File: config.mk
export PLATFORM = sky130hd
export DESIGN_NAME = fpec_control
export DESIGN_NICKNAME = d
export VERILOG_FILES = /design/src/fpec_sync.v /design/src/fpec_block_decode.v /design/src/fpec_control.v
export VERILOG_INCLUDE_DIRS = /design/src
export SDC_FILE = /design/constraint.sdc
export NUM_CORES = 1
export LEC_CHECK = 0
export BUFFER_PORTS_ARGS = -buffer_cell sky130_fd_sc_hd__buf_2
export CAP_MARGIN = 20
export CORE_AREA = 2 2 74 76
export CTS_CLUSTER_SIZE = 8
export DETAILED_ROUTE_END_ITERATION = 12
export DIE_AREA = 0 0 76 78
export PLACE_DENSITY = 0.64
export RECOVER_POWER = 50
export SLEW_MARGIN = 40
export SYNTH_ARGS = -nofsm -noshare
export SYNTH_HDL_FRONTEND = slang
export SYNTH_SLANG_ARGS = --single-unit
File: constraint.sdc
create_clock -name mclk -period 1.5 [get_ports mclk]
set_input_delay 0.3 -clock mclk [delete_from_list [all_inputs] [get_ports mclk]]
set_output_delay 0.3 -clock mclk [all_outputs]
set_load 0.02 [all_outputs]
File: src/fpec_map.vh
`ifndef FPEC_MAP_VH
`define FPEC_MAP_VH

// ------------------------------------------------------------------
// register indices (port address, one register per index)
// ------------------------------------------------------------------
`define FPEC_ADDR_MODE     4'h0
`define FPEC_ADDR_STATUS   4'h1
`define FPEC_ADDR_BLOCK    4'h2
`define FPEC_ADDR_POWER    4'h3
`define FPEC_ADDR_GATE     4'h4
`define FPEC_ADDR_GEOM     4'h5

// ------------------------------------------------------------------
// mode control field positions
// ------------------------------------------------------------------
`define FPEC_BIT_RSVD      7
`define FPEC_BIT_UNLOCK    6
`define FPEC_BIT_ESU       5
`define FPEC_BIT_PSU       4
`define FPEC_BIT_ECHK      3
`define FPEC_BIT_PCHK      2
`define FPEC_BIT_ERASE     1
`define FPEC_BIT_PROG      0

// gate register enable bit, power register disable bit
`define FPEC_BIT_GATE_EN   7
`define FPEC_BIT_PDWN_DIS  7

// ------------------------------------------------------------------
// reset values and masks
// ------------------------------------------------------------------
`define FPEC_RST_MODE      8'h00
`define FPEC_RST_BLOCK     8'h00
`define FPEC_RST_POWER     8'h00
`define FPEC_RST_GATE      8'h00
`define FPEC_MODE_MASK     8'h7f
`define FPEC_BLOCK_MASK    8'h1f

// ------------------------------------------------------------------
// array geometry
// ------------------------------------------------------------------
`define FPEC_UNIT_MASK     16'h007f
`define FPEC_SMALL_BLOCKS  16'h1000
`define FPEC_BIG_END       16'h7fff
`define FPEC_SMALL_END     16'h3fff

`endif

File: src/fpec_sync.v
`timescale 1ns/1ps
// ------------------------------------------------------------------
// two-stage synchroniser for a level from outside the clock domain
// ------------------------------------------------------------------
module fpec_sync (
  input  wire mclk,
  input  wire reset,
  input  wire din,
  output reg  dout
);
  reg stage1;  // first stage, read only by dout

  // first flop feeds only the second
  always @(posedge mclk) begin
    if (reset) begin
      stage1 <= 1'b0;
      dout   <= 1'b0;
    end else begin
      stage1 <= din;
      dout   <= stage1;
    end
  end
endmodule

File: src/fpec_block_decode.v
`include "fpec_map.vh"
`timescale 1ns/1ps
// ------------------------------------------------------------------
// maps a flash address to erase block and programming unit facts
// ------------------------------------------------------------------
module fpec_block_decode #(
  parameter BIG_ARRAY = 1
) (
  input  wire [15:0] addr,
  output reg  [4:0]  block_onehot,
  output reg         unit_start,
  output reg         in_range
);
  // 4 x 1 kbyte blocks, then one large block to the array end
  always @* begin
    block_onehot = 5'h00;
    in_range     = 1'b1;
    unit_start   = ((addr & `FPEC_UNIT_MASK) == 16'h0000);
    if (addr < `FPEC_SMALL_BLOCKS) begin
      block_onehot = 5'h01 << addr[11:10];
    end else if (addr <= (BIG_ARRAY ? `FPEC_BIG_END : `FPEC_SMALL_END)) begin
      block_onehot = 5'h10;
    end else begin
      in_range     = 1'b0;  // beyond the array end
    end
  end
endmodule

File: src/fpec_control.v
`include "fpec_map.vh"
`timescale 1ns/1ps
// Behaviour
// - large array: 4x1k then 28k erase
// - small array: 4x1k then 12k erase
// - programming in 128-byte aligned units
// - bit 7 reserved, reads zero
// - unlock bit enables program and erase
// - unlock low blocks setting other bits
// - bit 5 enters erase setup state
// - bit 4 enters program setup state
// - bit 3 selects erase-verify mode
// - bit 2 selects program-verify mode
// - erase needs unlock and erase setup
// - program needs unlock and program setup
// - unlock low holds block select zero
// - registers other than the gate reachable only with access enable
module fpec_control #(
  parameter BIG_ARRAY = 1  // 1: 32 kbyte array, 0: 16 kbyte array
) (
  input  wire        mclk,
  input  wire        reset,
  input  wire [3:0]  reg_addr,
  input  wire [7:0]  reg_wdata,
  input  wire        reg_wr,
  input  wire        reg_rd,
  output reg  [7:0]  reg_rdata,
  input  wire [15:0] flash_addr,
  input  wire        flash_error_pin,
  output reg         erase_setup_out,
  output reg         program_setup_out,
  output reg         erase_mode,
  output reg         program_mode,
  output reg         erase_check_mode,
  output reg         program_check_mode,
  output reg  [4:0]  erase_blocks,
  output reg         power_down_disable,
  output reg         unit_aligned,
  output reg         addr_valid
);

  // ------------------------------------------------------------------
  // registers
  // ------------------------------------------------------------------
  reg  [7:0] flash_mode_control;    // mode control, bit 7 always 0
  reg  [7:0] erase_block_select;    // one-hot block pick
  reg  [7:0] power_control;         // power-down disable in bit 7
  reg  [7:0] control_access_gate;   // access enable in bit 7
  reg        error_flag;            // sticky error, cleared by reset only
  reg  [7:0] next_mode;             // next mode control value
  reg  [7:0] next_block;            // next block select value
  wire       err_sync;              // synchronised error level
  wire [4:0] dec_block;             // decoded block of flash_addr
  wire       dec_unit;              // address opens a 128-byte unit
  wire       dec_range;             // address inside the array
  wire       unlock;                // program/erase unlock bit
  wire       control_access_enable; // gates the control registers

  assign unlock                = flash_mode_control[`FPEC_BIT_UNLOCK];
  assign control_access_enable = control_access_gate[`FPEC_BIT_GATE_EN];

  // ------------------------------------------------------------------
  // helpers
  // ------------------------------------------------------------------
  // true when at most one bit of v is set
  function onehot_or_zero;
    input [7:0] v;
    begin
      onehot_or_zero = ((v & (v - 8'h01)) == 8'h00);
    end
  endfunction

  // ------------------------------------------------------------------
  // sub-blocks
  // ------------------------------------------------------------------
  // error level arrives from the array, outside our timing
  fpec_sync u_err_sync (
    .mclk  (mclk),
    .reset (reset),
    .din   (flash_error_pin),
    .dout  (err_sync)
  );

  // address to block and unit decode
  fpec_block_decode #(
    .BIG_ARRAY (BIG_ARRAY)
  ) u_decode (
    .addr         (flash_addr),
    .block_onehot (dec_block),
    .unit_start   (dec_unit),
    .in_range     (dec_range)
  );

  // ------------------------------------------------------------------
  // next value of mode control
  // ------------------------------------------------------------------
  always @* begin
    next_mode = flash_mode_control;
    if (reg_wr && control_access_enable && reg_addr == `FPEC_ADDR_MODE) begin
      if (reg_wdata[`FPEC_BIT_UNLOCK] || unlock) begin
        // unlock already set: other bits writable
        next_mode = reg_wdata & `FPEC_MODE_MASK;
        if (!unlock) begin
          // same write that sets unlock may not set the rest
          next_mode = reg_wdata & (8'h01 << `FPEC_BIT_UNLOCK);
        end
      end else begin
        // unlock low: other bits refused
        next_mode = 8'h00;
      end
    end
  end

  // ------------------------------------------------------------------
  // next value of erase block select
  // ------------------------------------------------------------------
  always @* begin
    next_block = erase_block_select;
    if (reg_wr && control_access_enable && reg_addr == `FPEC_ADDR_BLOCK && unlock) begin
      // more than one of bits 4:0 set clears the whole register
      if (onehot_or_zero(reg_wdata & `FPEC_BLOCK_MASK)) begin
        next_block = reg_wdata & `FPEC_BLOCK_MASK;
      end else begin
        next_block = 8'h00;
      end
    end
    if (!next_mode[`FPEC_BIT_UNLOCK]) begin
      next_block = 8'h00;
    end
  end

  // ------------------------------------------------------------------
  // register file writes
  // ------------------------------------------------------------------
  always @(posedge mclk) begin
    if (reset) begin
      flash_mode_control  <= `FPEC_RST_MODE;
      erase_block_select  <= `FPEC_RST_BLOCK;
      power_control       <= `FPEC_RST_POWER;
      control_access_gate <= `FPEC_RST_GATE;
      error_flag          <= 1'b0;
    end else begin
      flash_mode_control <= next_mode;
      erase_block_select <= next_block;
      // the gate itself is always reachable, else it could never open
      if (reg_wr && reg_addr == `FPEC_ADDR_GATE) begin
        control_access_gate <= reg_wdata & (8'h01 << `FPEC_BIT_GATE_EN);
      end
      if (reg_wr && control_access_enable && reg_addr == `FPEC_ADDR_POWER) begin
        power_control <= reg_wdata & (8'h01 << `FPEC_BIT_PDWN_DIS);
      end
      // sticky: the error level wins, nothing clears it but reset
      if (err_sync) begin
        error_flag <= 1'b1;
      end
    end
  end

  // ------------------------------------------------------------------
  // read port: data one cycle after the strobe
  // ------------------------------------------------------------------
  always @(posedge mclk) begin
    if (reset) begin
      reg_rdata <= 8'h00;
    end else if (reg_rd) begin
      if (reg_addr == `FPEC_ADDR_GATE) begin
        reg_rdata <= control_access_gate;
      end else if (!control_access_enable) begin
        reg_rdata <= 8'h00;
      end else if (reg_addr == `FPEC_ADDR_MODE) begin
        reg_rdata <= flash_mode_control & `FPEC_MODE_MASK;
      end else if (reg_addr == `FPEC_ADDR_STATUS) begin
        reg_rdata <= {error_flag, 7'h00};
      end else if (reg_addr == `FPEC_ADDR_BLOCK) begin
        reg_rdata <= erase_block_select;
      end else if (reg_addr == `FPEC_ADDR_POWER) begin
        reg_rdata <= power_control;
      end else if (reg_addr == `FPEC_ADDR_GEOM) begin
        // live decode of flash_addr: range, unit start, block
        reg_rdata <= {dec_range, dec_unit, 1'b0, dec_block};
      end else begin
        reg_rdata <= 8'h00;  // unmapped
      end
    end else begin
      reg_rdata <= 8'h00;  // data stand for one cycle only
    end
  end

  // ------------------------------------------------------------------
  // mode outputs to the array
  // ------------------------------------------------------------------
  // a write clearing a bit drops the mode on the next edge; an error
  // also drops erase and program so the array is never left driven
  always @(posedge mclk) begin
    if (reset) begin
      erase_setup_out    <= 1'b0;
      program_setup_out  <= 1'b0;
      erase_mode         <= 1'b0;
      program_mode       <= 1'b0;
      erase_check_mode   <= 1'b0;
      program_check_mode <= 1'b0;
      erase_blocks       <= 5'h00;
      power_down_disable <= 1'b0;
      unit_aligned       <= 1'b0;
      addr_valid         <= 1'b0;
    end else begin
      erase_setup_out    <= unlock && flash_mode_control[`FPEC_BIT_ESU];
      program_setup_out  <= unlock && flash_mode_control[`FPEC_BIT_PSU];
      erase_check_mode   <= unlock && flash_mode_control[`FPEC_BIT_ECHK];
      program_check_mode <= unlock && flash_mode_control[`FPEC_BIT_PCHK];
      erase_mode         <= unlock && flash_mode_control[`FPEC_BIT_ESU]
                            && flash_mode_control[`FPEC_BIT_ERASE]
                            && !error_flag;
      program_mode       <= unlock && flash_mode_control[`FPEC_BIT_PSU]
                            && flash_mode_control[`FPEC_BIT_PROG]
                            && !error_flag;
      erase_blocks       <= erase_block_select[4:0];
      power_down_disable <= power_control[`FPEC_BIT_PDWN_DIS];
      unit_aligned       <= dec_unit;
      addr_valid         <= dec_range;
    end
  end

endmodule

## After elaboration in Yosys (flattened, before gate mapping)

Cells that the tools add are included.

- Bits in registers: 42
- Output and inout port bits: 22
- Input port bits: 33
- Word-level logic and storage cells: 70

- Reduce and logical (&&, ||, !) cells: 22
- Add/subtract/negate cells: 1
- Shift-type cells: 1
- Mux-type cells: 15
- Bitwise gates (word level): 4
- Order comparisons: 2
- Equality and inequality tests: 5

Operator list:

| kind | count |
|---|---|
| 8-bit two-way mux | 7 |
| 16-bit by 15-bit <= comparator with 1-bit output, second input constant | 1 |
| 16-bit logical NOT | 1 |
| 16-bit by 13-bit < comparator with 1-bit output, second input constant | 1 |
| 5-bit two-way mux | 3 |
| 1-bit logical AND | 14 |
| 7-bit two-way mux | 2 |
| 5-bit by 8-bit bitwise AND with 8-bit output | 1 |
| 4-bit by 2-bit equality test with 1-bit output, second input constant | 2 |
| 4-bit by 3-bit equality test with 1-bit output, second input constant | 2 |
| 8-bit logical NOT | 1 |
| 6-bit two-way mux | 1 |
| 5-bit by 1-bit subtractor with 6-bit output, second input constant | 1 |
| 1-bit by 2-bit << shifter with 5-bit output, first input constant | 1 |
| 4-bit by 1-bit equality test with 1-bit output, second input constant | 1 |
| 4-bit logical NOT | 1 |
| 2-bit OR reduction | 2 |
| 4-bit OR reduction | 1 |
| 1-bit NOT | 3 |
| 1-bit two-way mux | 2 |
| 1-bit logical NOT | 1 |
| 1-bit logical OR | 1 |

## Logic depth before layout (Yosys ltp)

Gate-level depths: netlist of the first run.

- Depth after elaboration: 10
- Depth in mapped cells: 5

## Hierarchy

Synthesis of the first run repeated with hierarchy kept, for this count alone.

- Cell total of the unflattened synthesis: 161
- Area, all modules: 1524.0 um^2

Modules (own cells, without submodules):

| module | sequential area each (um^2) | area an instance (um^2) | times used | cells each |
|---|---|---|---|---|
| fpec_control | 740.7 | 1396.3 | 1 | 146 |
| fpec_block_decode | 0.0 | 75.1 | 1 | 11 |
| fpec_sync | 40.0 | 52.6 | 1 | 4 |

## Worst setup path after synthesis of the first run

OpenSTA, ideal clock, no wires.

- Kind: input to register
- Start: input reg_addr[2]
- End: register erase_block_select[0]
- Data arrival time: 1351 ps
- Cell stages on the path: 4
- Setup time: 133 ps
- Required time: 1367 ps
- Path slack: 17 ps
- Path through: buf_6 > or4b_2 > o21ai_0 > a22oi_1

- Word-level cells in the longest chain between the ends: 5

RTL lines:

| what | RTL line | text |
|---|---|---|
| from (decl) | fpec_control.v:23 | `input wire [3:0] reg_addr,` |
| 4-bit logical NOT (no line) | - |  |
| 1-bit logical AND (no line) | - |  |
| 7-bit two-way mux | fpec_control.v:99 | `` if (reg_wr && control_access_enable && reg_addr == `FPEC_ADDR_MODE) begin `` |
| 1-bit NOT (no line) | - |  |
| 2-bit OR reduction (no line) | - |  |
| to (signal assigned) | fpec_control.v:138 | `` erase_block_select <= `FPEC_RST_BLOCK; `` |
| to (signal assigned) | fpec_control.v:144 | `erase_block_select <= next_block;` |
| to (decl) | fpec_control.v:46 | `reg [7:0] erase_block_select;` |

Several ways; a longest one is shown, not always the timed one.
A chain may end at the register's enable or synchronous reset.

## Worst setup path in the final report of the first run

- Start: input reg_addr[2]
- End: register erase_block_select[1]

Same word-level chain as after synthesis.

==> run_results.csv, run 1 <==
group,metric,value,unit
status,status,"complete, no violations",
floorplan,die_area,5930,µm²
yosys,synthCells,163,
grt,grt_usage,12.8,%
floorplan,rows,26,
cts,cts_buffers,5,
yosys,synth_edf_count,0,
worst_setup_path,cp_max_fo,7,
worst_setup_path,rrSetupSlack,0.27,ns
place,dp_cells,286,
finish,final_area,2010,µm²
yosys,async_flop_share,0,%
finish,final_core_util,39.9,%
finish,final_cell_mix,"dfxtp_1, buf_2, clkbuf_1",
finish,diodes,0,
pwr,peakVddDrop,0.000395,V
pwr,combPwrFrac,6.1,%
finish,area_growth,29.8,%
floorplan,coreArea,5040,µm²
floorplan,die_x,76,µm
timing,finalCriticalPeriod,1.39,ns
route,first_iter_violations,90,
finish,seq_area,781,µm²
route,firstDrtPassIters,4,
yosys,synth-seq-cells,39,
hold_path,min_from,"flash_addr[15]",
timing,tightest_slew,0.416,ns
worst_setup_path,crit_arrival,1.55,ns
hold_path,hold_path.class,"in -> reg",
flow_run,maxCapViolations,0,
floorplan,ioPinCount,55,
pwr,internal-power,1.64,mW
worst_setup_path,criticalPathCategory,"in -> reg",
worst_setup_path,reg2reg_to,"erase_block_select[1]",
floorplan,initial_utilization,30.7,%
cts,cts_root_buffer,"clkbuf_8",
finish,final_nets,256,
yosys,syn_area_per_cell,9.50,µm²
yosys,synthFlopType,"dfxtp_1",
cts,post_cts_buffers,0,
grt,grt_max_degree,14,
route,final_antenna_net_count,0,
pwr,clock_power_share,43.5,%
hold_path,holdPathEnd,"addr_valid",
cts,cts_resized,0,
grt,antenna_found_initial,0,
place,post-place-ws,-0.173,ns
timing,final.setup_skew,0.00416,ns
cts,clock_latency,0.29,ns
timing,hold_violations,0,
grt,gr-total-overflow,0,
finish,final_common_cell,"dfxtp_1",
cts,clkTransAtPathRegs,0.07,ns
place,io_buffers,51,
finish,num-fill-cells,519,
floorplan,dieHeight,78,µm
worst_setup_path,worstSetupStartpointType,"primary input",
worst_setup_path,endpoint_kind,"register",
yosys,syn_nets,196,
pwr,p_per_area,1030,nW/µm²
yosys,yosysSeqAreaShare,50.4,%
yosys,syn_area,1550,µm²
timing,setup_viol,0,
pwr,power,2.07,mW
worst_setup_path,r2r_start,"control_access_gate[7]",
yosys,ys_warn_count,0,
cts,cts_max_level,2,
worst_setup_path,worst-endpoint-required,1.66,ns
grt,grt_pass1_wl,6140,µm
cts,cts_max_path_buffers,2,
pwr,p_seq_share,50.5,%
pwr,p_leak,0.753,nW
grt,grt_pass1_vias,1313,
route,finalWirelength,3680,µm
pwr,swShare,20.9,%
route,avgRoutedWirePerCell,12.5,µm
hold_path,min_path_cells,2,
cts,clkSinkCount,39,
timing,fin_crit_sh,92.9,%
route,vias,1432,
place,place.gp.congestion,0.795,
timing,timing.final.ws_setup,0.106,ns
finish,multi_input_area,702,µm²
cts,cts_tree,"built",
place,placed_area,1920,µm²
yosys,synth_cell_type_count,36,
timing,finalMaxSlewViolations,0,
finish,stdcell_count,294,
timing,max_freq,718,MHz
pwr,p_sw,0.433,mW
place,place_hpwl,2840,µm
route,drc,0,
timing,maxSlewHeadroom,72.3,%
finish,drive_above_1_share,26.8,%
route,via_per_inst,4.87,
worst_setup_path,r2r_cells,3,
timing,rsz0062_at_grt,"false",
cts,cts_hold_buffers,0,
## flip-flops by register name, summed over array words and instances, names as in the netlist, 5 cells and up
| register | cells |
|---|---|
| erase_block_select | 5 |
| erase_blocks | 5 |
| flash_mode_control | 7 |
| reg_rdata | 8 |
## worst max-delay path, stage by stage
cell and delay [ns]:
buf_2 0.11, or4_1 0.67, o21ai_2 0.33, a22oi_1 0.14
## cells by family after synthesis
group,count (synthesis),share of synthesized area [%]
flip-flops,39,50.4
AND/OR/NAND/NOR,69,28.7
AO/OA/AOI/OAI,43,16.6
buffers and inverters,12,4.28
## power by group through the flow
| stage | Combinational [mW] | Clock (mW) | Sequential (mW) |
|---|---|---|---|
| after CTS | 0.129 | 0.918 | 1.04 |
| after detailed placement | 0.129 | 0 | 1.07 |
| after floorplan | 0.0578 | 0 | 1.07 |
| after global routing | 0.141 | 0.963 | 1.04 |
| final | 0.126 | 0.899 | 1.04 |
| after global placement | 0.126 | 0 | 1.07 |
## cell type report
class / count / area share [%]
clock inverter: 2 / 1.74
timing repair buffer: 62 / 15.5
tap: 70 / 4.36
multi-input combinational: 112 / 34.9
sequential: 39 / 38.8
inverter: 3 / 0.560
clock buffer: 6 / 4.11
## Yosys cell counts (2+ instances only)
cell / n / area share, %
dfxtp_1: 39 / 50
nand3_1: 4 / 1.3
nand2_1: 6 / 1.5
nand4_1: 12 / 4.8
and2_1: 5 / 2.0
nand4b_1: 3 / 1.7
nor2b_1: 13 / 5.3
nor4_1: 3 / 1.2
a22oi_1: 10 / 4.8
buf_6: 2 / 1.5
clkbuf_1: 3 / 0.73
a21oi_1: 16 / 5.2
nor2_1: 6 / 1.5
o21ai_0: 12 / 3.9
inv_1: 3 / 0.73
nor3_1: 4 / 1.3
and3b_1: 2 / 1.1
buf_2: 2 / 0.65
## through the flow
step	hold WS, ns	setup TNS, ns
floorplan	0.372	0
global placement	0.431	-0.904
detailed placement	0.434	-1.01
CTS	0.207	0
global route	0.212	0
finish	0.211	0
## how the worst max path moves through the flow
stage | from | to | depth (start not counted)
after floorplan | reg_addr[2] | erase_block_select[0] | 4
after global placement | reg_addr[2] | erase_block_select[0] | 4
after detailed placement | reg_addr[2] | erase_block_select[4] | 4
after CTS | reg_addr[2] | erase_block_select[4] | 4
after global routing | reg_addr[2] | erase_block_select[1] | 4
final | reg_addr[2] | erase_block_select[1] | 4
## metal layers
layer	wire length, µm	up-vias	global-route usage, %	share of wire [%]
met5	0	-	0	0
met4	11	0	3.27	0.30
met3	192	2	3.95	5.2
met2	1810	43	21.1	49
met1	1660	665	16.5	45
li1	-	722	-	-
No activity file was read; power rests on OpenSTA's default activity.
==> inputs of run 2 (changes only) <==
--- a/config.mk
+++ b/config.mk
@@ -12,7 +12,7 @@
 export CTS_CLUSTER_SIZE = 8
 export DETAILED_ROUTE_END_ITERATION = 12
 export DIE_AREA = 0 0 76 78
-export PLACE_DENSITY = 0.64
+export PLACE_DENSITY = 0.62
 export RECOVER_POWER = 50
 export SLEW_MARGIN = 40
 export SYNTH_ARGS = -nofsm -noshare
==> constraint.sdc (replaced) <==
create_clock -name mclk -period 1.29 [get_ports mclk]
set_input_delay 0.258 -clock mclk [delete_from_list [all_inputs] [get_ports mclk]]
set_output_delay 0.258 -clock mclk [all_outputs]
set_load 0.02 [all_outputs]
==> run 2 against run 1 <==
  * Sequential share of layout area down 1.1 points
  * Core utilization is 1.3 points higher
  * Register-to-register slack lost 0.11 ns
  * Worst hold slack got worse by 0.040 ns
  * Total power rose by 16%
  * Final cell count is 2.7% higher
  * Setup slack worse by 0.035 ns
  * Combinational power rose by 23%
  * Die area unchanged
  * Critical endpoint is now erase_block_select[3]
  * Largest cell class unchanged
==> run_results.csv, run 2 (same netlist as run 1, synthesis figures left out) <==
group,metric,value,unit
worst_setup_path,worstSetupStartpointType,"primary input",
timing,hold_violations,0,
finish,area_growth,33.9,%
finish,num-fill-cells,555,
worst_setup_path,endpoint_kind,"register",
route,firstDrtPassIters,4,
floorplan,initial_utilization,30.7,%
cts,cts_max_path_buffers,2,
timing,finalMaxSlewViolations,0,
finish,diodes,0,
worst_setup_path,cp_max_fo,9,
grt,grt_usage,13.5,%
grt,grt_max_degree,14,
pwr,peakVddDrop,0.000553,V
timing,setup_tns,0,ns
timing,timing.final.ws_setup,0.0710,ns
route,first_iter_violations,93,
route,avgRoutedWirePerCell,12.9,µm
timing,rsz0062_at_grt,"false",
place,place_hpwl,2960,µm
cts,clock_latency,0.30,ns
grt,grt_pass1_vias,1347,
cts,cts_max_level,2,
status,status,"complete, no violations",
place,dp_cells,294,
worst_setup_path,setup.worst_path.start,"reg_addr[2]",
floorplan,rows,26,
timing,final.setup_skew,0.00676,ns
hold_path,min_from,"flash_error_pin",
cts,cts_hold_buffers,0,
grt,grtUsageMet3,4.88,%
cts,cts_buffers,5,
grt,antenna_found_initial,0,
timing,max_freq,820,MHz
finish,largest_reg_flops,8,
worst_setup_path,r2r_start,"control_access_gate[7]",
cts,cts_root_buffer,"clkbuf_8",
timing,tightest_slew,0.461,ns
grt,top_usage_layer,"met2",
worst_setup_path,worst-endpoint-required,1.46,ns
finish,largestRegisters,"reg_rdata (8), flash_mode_control (7)",
finish,final_nets,264,
hold_path,hold_path.class,"in -> reg",
floorplan,die_area,5930,µm²
timing,fin_crit_sh,94.5,%
finish,top_register,"reg_rdata",
floorplan,coreArea,5040,µm²
finish,drive_above_1_share,29.7,%
finish,stdcell_count,302,
cts,clkSinkCount,39,
finish,final_common_cell,"dfxtp_1",
place,post-place-ws,-0.224,ns
route,drc,0,
grt,grtUsageMet2,22.1,%
place,io_buffers,51,
cts,clkTransAtPathRegs,0.08,ns
grt,grt_pass1_wl,6300,µm
route,vias,1444,
grt,gr-total-overflow,0,
timing,setup_viol,0,
timing,maxSlewHeadroom,69.3,%
place,place.gp.congestion,0.780,
finish,final_cell_mix,"dfxtp_1, buf_2, clkbuf_1",
floorplan,die_x,76,µm
route,final_antenna_net_count,0,
pwr,p_leak,0.788,nW
worst_setup_path,crit_arrival,1.39,ns
pwr,p_per_area,1160,nW/µm²
route,finalWirelength,3890,µm
timing,finalCriticalPeriod,1.22,ns
flow_run,maxCapViolations,0,
grt,grt.met1_usage,16.9,%
worst_setup_path,criticalPathCategory,"in -> reg",
route,via_per_inst,4.78,
floorplan,ioPinCount,55,
cts,cts_tree,"built",
floorplan,dieHeight,78,µm
## run 2: cell types whose count changed in the layout (fill, tap and decap cells not counted), sizes merged
cell and change:
clkinv +1, clkbuf +2, buf +5
## run 2: critical path, stage by stage
cell	delay (ns)
buf_2	0.16
or4_4	0.59
o21ai_4	0.26
a22oi_1	0.12
## run 2: worst paths after layout
| path | to | slack (ns) | cells after the start |
|---|---|---|---|
| max | erase_block_select[3] | 0.07 | 4 |
| min | u_err_sync.stage1 | 0.17 | 2 |
| max reg2reg | erase_block_select[1] | 0.16 | 3 |
| min reg2reg | u_err_sync.dout | 0.44 | 1 |
## run 2: metrics by stage
step           hold WS [ns]  area (µm²)  total power, mW  utilization, %
3_5_place_dp          0.431        1990             1.40            39.6
5_1_grt               0.173        2070             2.51            41.1
6_report              0.171        2070             2.40            41.1
2_1_floorplan         0.330        1570             1.31               -
3_3_place_gp          0.414        1990             1.40            39.6
4_1_cts               0.167        2110             2.43            41.8
## run 2: report_power, final
part	total, mW	internal [mW]	leakage, nW	switching [mW]
sequential	1.21	1.21	0.315	0.00416
clock	1.03	0.576	0.0581	0.453
combinational	0.155	0.0714	0.414	0.0839
total	2.40	1.86	0.788	0.541
## run 2: metal layers
layer  share of wire (%)  vias to the layer above
met5                   0                        -
met4                 1.1                        0
met3                 5.3                        4
met2                  48                       41
met1                  46                      662
li1                    -                      737
## run 2: layout make-up
cell class | count | area [µm²] | area share [%]
Clock buffer | 5 | 68.8 | 3.32
Clock inverter | 3 | 43.8 | 2.11
Inverter | 3 | 11.3 | 0.543
Multi-Input combinational cell | 112 | 719 | 34.7
Sequential cell | 39 | 782 | 37.7
Tap cell | 70 | 87.6 | 4.22
Timing Repair Buffer | 70 | 362 | 17.4
## run 2: what timing repair did
action / in CTS / in global routing
endpoints found under the setup margin: 0 / 5
buffers inserted: 0 / 0
resized for setup: 0 / 2
